### config.mk
export PLATFORM = sky130hd
export DESIGN_NAME = icb_io
export DESIGN_NICKNAME = d
export VERILOG_FILES = /design/src/icb_pkg.sv /design/src/icb_fifo.sv /design/src/icb_io.sv
export SDC_FILE = /design/constraint.sdc
export NUM_CORES = 2
export LEC_CHECK = 0
export BUFFER_PORTS_ARGS = -buffer_cell sky130_fd_sc_hd__buf_2
export CAP_MARGIN = 20
export CORE_UTILIZATION = 38
export DETAILED_ROUTE_END_ITERATION = 6
export GPL_ROUTABILITY_DRIVEN = 0
export PLACE_DENSITY = 0.55
export SLEW_MARGIN = 20
export SYNTH_ARGS = -nofsm -noshare
export SYNTH_HDL_FRONTEND = slang
export SYNTH_SLANG_ARGS = --single-unit
### constraint.sdc
create_clock -name clock -period 4.9 [get_ports clock]
set_input_delay 0.49 -clock clock [delete_from_list [all_inputs] [get_ports clock]]
set_output_delay 0.49 -clock clock [all_outputs]
set_load 0.05 [all_outputs]
### src/icb_pkg.sv
// Shared constants for the serial-bus command buffer block.
// Assumes a 250 MHz core clock and a bus host that owns the clock line.

package icb_pkg;

  // ----------------------------------------------------------------
  // Bus encodings
  // ----------------------------------------------------------------
  localparam logic [6:0] DEV_ADDR = 7'h40;
  localparam logic [1:0] WA_RESET = 2'h0;
  localparam logic [1:0] WA_SLEEP = 2'h1;
  localparam logic [1:0] WA_NOOP = 2'h2;
  localparam logic [1:0] WA_CMD = 2'h3;
  localparam logic [7:0] STATUS_POWERUP = 8'h11;
  localparam logic [7:0] GROUP_LEN = 8'h04;
  localparam logic [7:0] FILL_BYTE = 8'hff;
  localparam logic [3:0] BITS_PER_BYTE = 4'h8;

  // ----------------------------------------------------------------
  // Timing
  // ----------------------------------------------------------------
  localparam int CLK_PERIOD_PS = 4000;
  localparam int WAKE_SETTLE_US = 1000;
  localparam int WAKE_SETTLE_CYC =
    (WAKE_SETTLE_US * 1000000 + CLK_PERIOD_PS - 1) / CLK_PERIOD_PS;

  // ----------------------------------------------------------------
  // Transfer phases
  // ----------------------------------------------------------------
  typedef enum logic [2:0] {
    PH_IDLE, PH_ADDR, PH_WORD, PH_DATA, PH_READ, PH_IGNORE
  } icb_phase_t;

endpackage : icb_pkg

### src/icb_fifo.sv
// Small first-in first-out buffer for result bytes.
// Assumes both sides run on the same clock with a synchronous reset.
module icb_fifo #(
  parameter int WIDTH = 8,
  parameter int DEPTH = 4
) (
  // Clock and reset
  input wire logic clock,
  input wire logic sys_rst,
  // Filling side
  input wire logic in_valid,
  output logic in_ready,
  input wire logic [WIDTH-1:0] in_data,
  // Draining side
  output logic out_valid,
  input wire logic out_ready,
  output logic [WIDTH-1:0] out_data
);

  localparam int AW = (DEPTH > 1) ? $clog2(DEPTH) : 1;
  localparam int CW = $clog2(DEPTH + 1);

  logic [DEPTH-1:0][WIDTH-1:0] mem;
  logic [DEPTH-1:0][WIDTH-1:0] next_mem;
  logic [AW-1:0] wptr, next_wptr, rptr, next_rptr;
  logic [CW-1:0] count, next_count;
  logic push, pop;

  // Full and empty come straight from the occupancy count.
  assign in_ready = (count != CW'(DEPTH));
  assign out_valid = (count != '0);
  assign out_data = mem[rptr];
  assign push = in_valid & in_ready;
  assign pop = out_valid & out_ready;

  // Pointer wrap is explicit so that depths need not be powers of two.
  always_comb begin
    next_mem = mem;
    next_wptr = wptr;
    next_rptr = rptr;
    next_count = count;
    if (push) begin
      next_mem[wptr] = in_data;
      next_wptr = (wptr == AW'(DEPTH - 1)) ? '0 : wptr + 1'b1;
    end
    if (pop) begin
      next_rptr = (rptr == AW'(DEPTH - 1)) ? '0 : rptr + 1'b1;
    end
    if (push && !pop) begin
      next_count = count + 1'b1;
    end else if (pop && !push) begin
      next_count = count - 1'b1;
    end
  end

  // Registers only.
  always_ff @(posedge clock) begin
    if (sys_rst) begin
      mem <= '0;
      wptr <= '0;
      rptr <= '0;
      count <= '0;
    end else begin
      mem <= next_mem;
      wptr <= next_wptr;
      rptr <= next_rptr;
      count <= next_count;
    end
  end

endmodule : icb_fifo

### src/icb_io.sv
// Client packet layer: address decode, input and output buffers, sleep.
// Assumes a bus host drives the clock pin; the command engine sits on
// the user side and pushes result bytes through the small FIFO.
module icb_io #(
  parameter int IN_DEPTH = 64,
  parameter int OUT_DEPTH = 64,
  parameter int FIFO_DEPTH = 4,
  parameter int WAKE_CYCLES = icb_pkg::WAKE_SETTLE_CYC,
  parameter logic [15:0] POWERUP_CRC = 16'h0000
) (
  // Clock and reset
  input wire logic clock,
  input wire logic sys_rst,
  // Bus pins
  input wire logic scl_pin,
  input wire logic sda_in,
  output logic sda_out,
  output logic sda_oe,
  // Command engine side
  output logic cmd_start,
  output logic [7:0] cmd_len,
  input wire logic [$clog2(IN_DEPTH)-1:0] cmd_index,
  output logic [7:0] cmd_byte,
  output logic busy,
  output logic asleep,
  // Result stream
  input wire logic res_valid,
  output logic res_ready,
  input wire logic [7:0] res_data,
  // Completion
  input wire logic exec_done,
  input wire logic exec_fail,
  input wire logic [7:0] fail_code,
  input wire logic [15:0] fail_crc
);

  localparam int IW = $clog2(IN_DEPTH);
  localparam int OW = $clog2(OUT_DEPTH);
  localparam int ICW = $clog2(IN_DEPTH + 1);
  localparam int OCW = $clog2(OUT_DEPTH + 1);
  localparam int WTW = $clog2(WAKE_CYCLES + 1);

  typedef logic [OUT_DEPTH-1:0][7:0] icb_obuf_t;
  typedef logic [IN_DEPTH-1:0][7:0] icb_ibuf_t;

  // Four-byte group: count, status or error, CRC low then high.
  function automatic icb_obuf_t make_group(input logic [7:0] code,
                                           input logic [15:0] crc);
    icb_obuf_t b;
    b = '0;
    b[0] = icb_pkg::GROUP_LEN;
    b[1] = code;
    b[2] = crc[7:0];
    b[3] = crc[15:8];
    return b;
  endfunction : make_group

  // ----------------------------------------------------------------
  // Pin synchronisers
  // ----------------------------------------------------------------
  logic scl_m, scl_s, scl_d, sda_m, sda_s, sda_d;

  // Three flops per pin; edges are found between the second and third.
  always_ff @(posedge clock) begin
    scl_m <= scl_pin;
    scl_s <= scl_m;
    scl_d <= scl_s;
    sda_m <= sda_in;
    sda_s <= sda_m;
    sda_d <= sda_s;
  end

  logic scl_rise, scl_fall, bus_start, bus_stop;
  assign scl_rise = scl_s & ~scl_d;
  assign scl_fall = ~scl_s & scl_d;
  assign bus_start = scl_s & scl_d & sda_d & ~sda_s;
  assign bus_stop = scl_s & scl_d & ~sda_d & sda_s;

  // ----------------------------------------------------------------
  // Result FIFO
  // ----------------------------------------------------------------
  logic f_valid, f_pop;
  logic [7:0] f_data;

  icb_fifo #(.WIDTH(8), .DEPTH(FIFO_DEPTH)) u_fifo (
    .clock(clock),
    .sys_rst(sys_rst),
    .in_valid(res_valid),
    .in_ready(res_ready),
    .in_data(res_data),
    .out_valid(f_valid),
    .out_ready(f_pop),
    .out_data(f_data)
  );

  // ----------------------------------------------------------------
  // Transfer state
  // ----------------------------------------------------------------
  icb_pkg::icb_phase_t phase, next_phase;
  logic [3:0] cnt, next_cnt;
  logic ackph, next_ackph, hnack, next_hnack, oe, next_oe;
  logic [7:0] sh, next_sh, txb, next_txb, size, next_size;
  logic [7:0] cbyte, next_cbyte;
  icb_ibuf_t in_buf, next_in_buf;
  icb_obuf_t out_buf, next_out_buf;
  logic [ICW-1:0] wr_cnt, next_wr_cnt;
  logic [OCW-1:0] rd_cnt, next_rd_cnt, out_len, next_out_len;
  logic cmd_full, next_cmd_full, busy_q, next_busy;
  logic sleep_q, next_sleep, waking, next_waking;
  logic pend_sleep, next_pend_sleep, start_p, next_start;
  logic [WTW-1:0] wtimer, next_wtimer;
  logic byte_done, tx_load, accept;

  assign byte_done = scl_fall && !ackph && cnt == icb_pkg::BITS_PER_BYTE
                     && phase != icb_pkg::PH_IDLE;
  assign tx_load = scl_fall && ackph && phase == icb_pkg::PH_READ && !hnack;
  assign accept = byte_done && phase == icb_pkg::PH_DATA && !busy_q
                  && !cmd_full && wr_cnt != ICW'(IN_DEPTH)
                  && (wr_cnt == '0 || int'(wr_cnt) < int'(size));
  assign f_pop = busy_q & ~exec_done;

  // Next-state logic for the whole transfer and buffer state.
  always_comb begin
    next_phase = phase;
    next_cnt = cnt;
    next_ackph = ackph;
    next_hnack = hnack;
    next_oe = oe;
    next_sh = sh;
    next_txb = txb;
    next_size = size;
    next_in_buf = in_buf;
    next_out_buf = out_buf;
    next_wr_cnt = wr_cnt;
    next_rd_cnt = rd_cnt;
    next_out_len = out_len;
    next_cmd_full = cmd_full;
    next_busy = busy_q;
    next_sleep = sleep_q;
    next_waking = waking;
    next_pend_sleep = pend_sleep;
    next_wtimer = wtimer;
    next_start = 1'b0;
    next_cbyte = in_buf[cmd_index];
    if (bus_start) begin
      next_phase = icb_pkg::PH_ADDR;
      next_cnt = '0;
      next_ackph = 1'b0;
      next_oe = 1'b0;
    end else if (bus_stop) begin
      next_phase = icb_pkg::PH_IDLE;
      next_cnt = '0;
      next_ackph = 1'b0;
      next_oe = 1'b0;
      if (cmd_full && !busy_q) begin
        next_busy = 1'b1;
        next_cmd_full = 1'b0;
        next_start = 1'b1;
        next_out_len = '0;
      end
      if (pend_sleep) begin
        // Sleep wipes both byte buffers and their counters; the result FIFO keeps its contents.
        next_sleep = 1'b1;
        next_pend_sleep = 1'b0;
        next_busy = 1'b0;
        next_cmd_full = 1'b0;
        next_start = 1'b0;
        next_wr_cnt = '0;
        next_rd_cnt = '0;
        next_out_len = '0;
        next_in_buf = '0;
        next_out_buf = '0;
      end
    end else if (scl_rise && phase != icb_pkg::PH_IDLE) begin
      if (!ackph) begin
        next_sh = {sh[6:0], sda_s};
        next_cnt = cnt + 1'b1;
      end else begin
        next_hnack = sda_s;
      end
    end else if (scl_fall && phase != icb_pkg::PH_IDLE) begin
      if (ackph) begin
        next_ackph = 1'b0;
        next_cnt = '0;
        next_oe = 1'b0;
        if (phase == icb_pkg::PH_READ && hnack) begin
          next_phase = icb_pkg::PH_IGNORE;
        end else if (phase == icb_pkg::PH_READ) begin
          // Past valid data the fill byte goes out; counter saturates.
          next_txb = (rd_cnt < out_len) ? out_buf[OW'(rd_cnt)]
                                        : icb_pkg::FILL_BYTE;
          if (rd_cnt != OCW'(OUT_DEPTH)) begin
            next_rd_cnt = rd_cnt + 1'b1;
          end
          next_oe = ~next_txb[7];
        end
      end else if (cnt == icb_pkg::BITS_PER_BYTE) begin
        next_ackph = 1'b1;
        next_oe = 1'b0;
        unique case (phase)
          icb_pkg::PH_ADDR: begin
            if (sh[7:1] != icb_pkg::DEV_ADDR || waking) begin
              next_phase = icb_pkg::PH_IGNORE;
            end else if (sleep_q) begin
              next_waking = 1'b1;
              next_wtimer = '0;
              next_phase = icb_pkg::PH_IGNORE;
            end else if (sh[0]) begin
              next_wr_cnt = '0;
              if (busy_q || cmd_full || wr_cnt != '0) begin
                next_cmd_full = 1'b0;
                next_phase = icb_pkg::PH_IGNORE;
              end else begin
                next_oe = 1'b1;
                next_hnack = 1'b0;
                next_phase = icb_pkg::PH_READ;
              end
            end else begin
              next_oe = 1'b1;
              next_phase = icb_pkg::PH_WORD;
            end
          end
          icb_pkg::PH_WORD: begin
            next_oe = 1'b1;
            next_phase = icb_pkg::PH_IGNORE;
            unique case (sh[1:0])
              icb_pkg::WA_RESET: begin
                next_wr_cnt = '0;
                next_rd_cnt = '0;
                next_cmd_full = 1'b0;
              end
              icb_pkg::WA_SLEEP: next_pend_sleep = 1'b1;
              icb_pkg::WA_NOOP: next_pend_sleep = pend_sleep;
              icb_pkg::WA_CMD: next_phase = icb_pkg::PH_DATA;
            endcase
          end
          icb_pkg::PH_DATA: begin
            // Bytes past the count, past the buffer or while busy are
            // refused with a NACK so the host sees the overrun.
            if (accept) begin
              next_oe = 1'b1;
              next_in_buf[IW'(wr_cnt)] = sh;
              if (wr_cnt == '0) begin
                next_size = sh;
                next_rd_cnt = '0;
              end
              if (int'(wr_cnt) + 1 >=
                  int'((wr_cnt == '0) ? sh : size)) begin
                next_wr_cnt = '0;
                next_cmd_full = 1'b1;
              end else begin
                next_wr_cnt = wr_cnt + 1'b1;
              end
            end
          end
          icb_pkg::PH_READ: next_oe = 1'b0;
          icb_pkg::PH_IGNORE: next_oe = 1'b0;
          default: next_oe = 1'b0;
        endcase
      end else if (phase == icb_pkg::PH_READ) begin
        next_oe = ~txb[3'(7 - int'(cnt))];
      end
    end
    // Results stream in only while busy, so the FIFO stalls otherwise.
    if (f_pop && f_valid && out_len != OCW'(OUT_DEPTH)) begin
      next_out_buf[OW'(out_len)] = f_data;
      next_out_len = out_len + 1'b1;
    end
    if (busy_q && exec_done) begin
      next_busy = 1'b0;
      next_rd_cnt = '0;
      if (exec_fail) begin
        next_out_buf = make_group(fail_code, fail_crc);
        next_out_len = OCW'(icb_pkg::GROUP_LEN);
      end
    end
    // Wake completes after the settle delay and restores the status group.
    if (waking) begin
      next_wtimer = wtimer + 1'b1;
      if (wtimer == WTW'(WAKE_CYCLES - 1)) begin
        next_waking = 1'b0;
        next_sleep = 1'b0;
        next_wr_cnt = '0;
        next_rd_cnt = '0;
        next_out_buf = make_group(icb_pkg::STATUS_POWERUP, POWERUP_CRC);
        next_out_len = OCW'(icb_pkg::GROUP_LEN);
      end
    end
  end

  // Registers only; reset leaves the power-up status group readable.
  always_ff @(posedge clock) begin
    if (sys_rst) begin
      phase <= icb_pkg::PH_IDLE;
      cnt <= '0;
      ackph <= 1'b0;
      hnack <= 1'b0;
      oe <= 1'b0;
      sh <= '0;
      txb <= '0;
      size <= '0;
      cbyte <= '0;
      in_buf <= '0;
      out_buf <= make_group(icb_pkg::STATUS_POWERUP, POWERUP_CRC);
      wr_cnt <= '0;
      rd_cnt <= '0;
      out_len <= OCW'(icb_pkg::GROUP_LEN);
      cmd_full <= 1'b0;
      busy_q <= 1'b0;
      sleep_q <= 1'b0;
      waking <= 1'b0;
      pend_sleep <= 1'b0;
      wtimer <= '0;
      start_p <= 1'b0;
    end else begin
      phase <= next_phase;
      cnt <= next_cnt;
      ackph <= next_ackph;
      hnack <= next_hnack;
      oe <= next_oe;
      sh <= next_sh;
      txb <= next_txb;
      size <= next_size;
      cbyte <= next_cbyte;
      in_buf <= next_in_buf;
      out_buf <= next_out_buf;
      wr_cnt <= next_wr_cnt;
      rd_cnt <= next_rd_cnt;
      out_len <= next_out_len;
      cmd_full <= next_cmd_full;
      busy_q <= next_busy;
      sleep_q <= next_sleep;
      waking <= next_waking;
      pend_sleep <= next_pend_sleep;
      wtimer <= next_wtimer;
      start_p <= next_start;
    end
  end

  // Open-drain data pin: only ever pulls low.
  assign sda_out = 1'b0;
  assign sda_oe = oe;
  assign cmd_start = start_p;
  assign cmd_len = size;
  assign cmd_byte = cbyte;
  assign busy = busy_q;
  assign asleep = sleep_q | waking;

  // ----------------------------------------------------------------
  // Checks
  // ----------------------------------------------------------------
  AST_FULL_NACK: assert property (@(posedge clock) disable iff (sys_rst)
    byte_done && phase == icb_pkg::PH_DATA && cmd_full |=> !sda_oe)
    else $error("byte past the size was acknowledged");
  AST_PWRUP: assert property (@(posedge clock)
    $fell(sys_rst) |-> out_len == OCW'(icb_pkg::GROUP_LEN)
      && out_buf[1] == icb_pkg::STATUS_POWERUP)
    else $error("power-up status group missing");
  AST_FAIL_GROUP: assert property (@(posedge clock) disable iff (sys_rst)
    busy_q && exec_done && exec_fail |=> out_buf[1] == $past(fail_code)
      && out_len == OCW'(icb_pkg::GROUP_LEN) && !busy_q)
    else $error("error group not framed");
  AST_FILL: assert property (@(posedge clock) disable iff (sys_rst)
    tx_load && rd_cnt >= out_len |=> txb == icb_pkg::FILL_BYTE
      && rd_cnt >= $past(rd_cnt))
    else $error("read past end did not return fill byte");
  AST_WA_RESET: assert property (@(posedge clock) disable iff (sys_rst)
    byte_done && phase == icb_pkg::PH_WORD && sh[1:0] == icb_pkg::WA_RESET
    |=> rd_cnt == '0 && wr_cnt == '0 && sda_oe)
    else $error("reset word did not clear counters");
  AST_RD_NACK: assert property (@(posedge clock) disable iff (sys_rst)
    byte_done && phase == icb_pkg::PH_ADDR && !asleep
      && sh == {icb_pkg::DEV_ADDR, 1'b1} && (wr_cnt != '0 || busy_q)
    |=> !sda_oe && wr_cnt == '0 ##1 phase != icb_pkg::PH_READ)
    else $error("read address not refused");
  AST_LEN_ABORT: assert property (@(posedge clock) disable iff (sys_rst)
    accept && wr_cnt == '0 |=> rd_cnt == '0 && sda_oe && size == $past(sh))
    else $error("length byte did not abandon the read");
  AST_BUSY_ON_STOP: assert property (@(posedge clock) disable iff (sys_rst)
    bus_stop && cmd_full && !busy_q && !pend_sleep |=> busy_q && cmd_start
      ##1 !cmd_start)
    else $error("stop did not start execution");
  AST_WAKE: assert property (@(posedge clock) disable iff (sys_rst)
    waking && wtimer == WTW'(WAKE_CYCLES - 1) |=> !asleep
      && out_buf[1] == icb_pkg::STATUS_POWERUP)
    else $error("wake did not finish after the settle delay");

endmodule : icb_io

==> results.md <==
* Row cnt at 134
* Outcome: finished, final reports clean
* Vias per inst at 5.89
* Area of the multi-input gates at 0.0261 mm^2
* Antenna diodes at 0
* First-pass GRT wire length at 246 mm
* WL final at 160 mm
* Sw Ratio at 0.237
* WS Path Type: flip-flop to flip-flop
* CTS tree: built
* Number of H-tree levels at 4
* TritonCTS Buffers at 133
* Fill count at 12800
* Net Switching at 4.72 mW
* Setup WS pre-CTS at 0.818 ns
* Hpwl dp at 99.5 mm
* Sequential-to-total area share from yosys stat at 0.453
* Peak VDD IR at 0.297 mV
* Routed WL per cell at 23.2 um
* Pin count of the biggest net entering global routing at 231
* Fmax at 0.239 GHz
* Ratio of cells with drive above 1 in the final layout at 0.155
* Hold Vio Cnt, Final at 0
* Netlist Area Pre-Place at 0.0511 mm^2
* Sequential power share at 0.474
* Clock Path Buffers at 3
* Fin. max-slew vios at 0
* Chip Height at 369 um
* Max transition margin at 0.147
* Warnings, synthesis at 0
* Synth Instances at 5148
* Worst Path Arrival at 4.88 ns
* Yosys reg bits at 1156
* # resized after CTS at 0
* Buf/Inv on CP at 2
* RSZ-0062 raised after global routing: false
* Vias after detailed routing at 40600
* Core area at 0.133 mm^2
* I/O Pins at 67
* Syn nets at 5229
* Initial antenna violation count at 2
* Clock Skew at 0.0287 ns
* Total global routing overflow at 0
* Cell Pwr Density at 348 mW/mm^2
* Starting Density at 0.383
* Internal Power at 15.2 mW
* Ys async rst share at 0
* Vias in the first global route at 38500
* Final worst setup slack at 0.716 ns
* Leakage at 18.6 nW
* CP Max Fanout at 12
* Comb pwr share at 0.041
* Largest delay share family, worst path: simple AND/OR/NAND/NOR gates
* Final setup vio count at 0
* Post-CTS Repair Setup Buffers at 0
* Least-Margin Pin Slew at 1.28 ns
* Tcrit/Tclk final at 0.854
* Post-synthesis average cell area at 9.93 um^2
* Die area at 0.136 mm^2
* Clk sinks at 1156
* Setup TNS at 0 ns
* Die W at 369 um
* Total track usage at 0.231
* Area Growth Syn to Fin at 12.1%
* Post-route cell area at 0.0573 mm^2
* Number of port buffers at 65
* Most used cell, CP: ha_1
* Routed Antenna Nets at 0
* Critical-path cell list: clkinv_1 -> ha_1 -> inv_1 -> or4_1 -> mux2_2 -> ha_1 -> nand2b_1 -> a31oi_1 -> o21ai_0 -> o41a_1 -> nor3_1 -> a21boi_0 -> a21o_1
* Placed cell area at 0.0528 mm^2
* Root Driver: clkbuf_16
* Post-route minimum period at 4.18 ns
* Final Net Count at 5107
* DRC at 0
* Slowest stage delay, CP at 0.69 ns
* Min-Delay Path Class: input port to flip-flop
* Clock transition at the registers of the reported paths at 0.07 ns
* Setup crit end kind: flip-flop
* Number of synthesized flops with an enable pin at 0
* Maxcap violations at 0
* Worst setup SP type: flip-flop
* Worst path required time at 5.59 ns
* Synth unique cells at 91
* Initial drt markers at 3522
* Dominant synthesized flop cell: dfxtp_1
* # hold bufs at CTS at 29
* Worst-Skew Late Latency at 0.76 ns
* DRT Pass-1 Iters at 5
* Slowest cell on crit path: nor3_1
* Power share of the clock group at 0.485
* Seq. cell area at 0.0232 mm^2
[area by class of cell]
type | instances | share of cell area
multi-input combinational | 3503 | 0.455
inverter | 39 | 0.00255
tap | 1768 | 0.0386
sequential | 1156 | 0.404
timing repair buffer | 193 | 0.0269
clock inverter | 38 | 0.00546
clock buffer | 189 | 0.0676
[metrics by stage]
| step | hold WS [ns] | instances | total power [mW] | util |
|---|---|---|---|---|
| finish | 0.0589 | 6886 | 19.9 | 0.429 |
| CTS | 0.00462 | 6886 | 20.1 | 0.429 |
| global placement | 0.389 | 6629 | 10.4 | 0.396 |
| floorplan | 0.310 | 5148 | 10.2 | - |
| global route | 0.0469 | 6886 | 20.5 | 0.429 |
| detailed placement | 0.394 | 6630 | 10.5 | 0.396 |
[kinds of logic after synthesis]
logic type,share of synthesized area
adders and majority gates,0.00896
muxes,0.148
xor gates and xnor gates,0.00445
and+or+nand+nor,0.130
other,0.0000733
AOI/OAI and AO/OA,0.215
DFF,0.453
buffers and inverters,0.0411
[placed cells by master, fill, tap and decap left out, types with 60 or more instances in the layout]
master     count
a21oi_1      134
a21oi_4       60
a31oi_1      443
buf_2         63
buf_4         86
clkbuf_16    137
dfxtp_1     1152
mux2i_1       87
mux4_2       291
nand2_1      291
nand3_1       87
nor2_1      1009
o211ai_1      70
o21ai_0      105
o2bb2ai_1    480
[worst register-to-register path, cell delays in order (launching register included)]
cell	delay (ns)
dfxtp_1	0.55
clkinv_1	0.28
ha_1	0.27
inv_1	0.07
or4_1	0.46
mux2_2	0.40
ha_1	0.26
nand2b_1	0.14
a31oi_1	0.18
o21ai_0	0.11
o41a_1	0.34
nor3_1	0.69
a21boi_0	0.26
a21o_1	0.10
[registers in the layout (all words and copies together), names as in the netlist, 8 cells and up]
register	count
u_fifo.mem	32
wtimer	18
txb	8
out_buf	512
cmd_byte	8
in_buf	512
sh	8
cmd_len	8
[cell usage after synthesis, types with 13 or more instances]
master	instances	area (um^2)
a21oi_4	60	976
buf_1	46	173
a31oi_1	443	2770
a22oi_1	24	180
clkbuf_1	295	1110
inv_1	30	113
o211ai_1	70	526
nand2b_1	19	119
nand4_1	26	163
a21oi_1	134	671
nand3_1	88	440
buf_6	13	146
o2bb2ai_1	480	4200
a211oi_1	23	173
or3_1	18	113
nor2_1	1010	3790
nand2_1	301	1130
mux4_2	291	6550
xnor2_1	17	149
nor3_1	43	215
buf_2	86	430
dfxtp_1	1156	23100
mux2i_1	87	871
a22o_1	27	236
o21ai_0	113	566
ha_1	35	438
[worst paths after layout]
path | end | from | cells past startpoint | slack, ns
hold reg to reg | scl_d | scl_s | 0 | 0.40
setup / recovery | wr_cnt[4] | wr_cnt[1] | 13 | 0.72
hold / removal | u_fifo.mem[19] | res_data[3] | 3 | 0.06
setup reg to reg | wr_cnt[4] | wr_cnt[1] | 13 | 0.72
[power by group through the flow]
stage               Clock [mW]  Combinational [mW]  Sequential, mW
floorplan                    0               0.531            9.64
global placement             0               0.792            9.65
detailed placement           0               0.796            9.65
CTS                       9.83               0.815            9.45
global route              10.2               0.865            9.45
finish                    9.65               0.814            9.45
[per-layer routing]
metal / global-route usage / up-vias / part of all wire
met5: 0 / - / 0.000081
met4: 0.0811 / 2 / 0.030
met1: 0.318 / 20100 / 0.45
met3: 0.0374 / 271 / 0.060
met2: 0.363 / 1288 / 0.46
li1: - / 18900 / -
(Power assumes the default switching activity.)
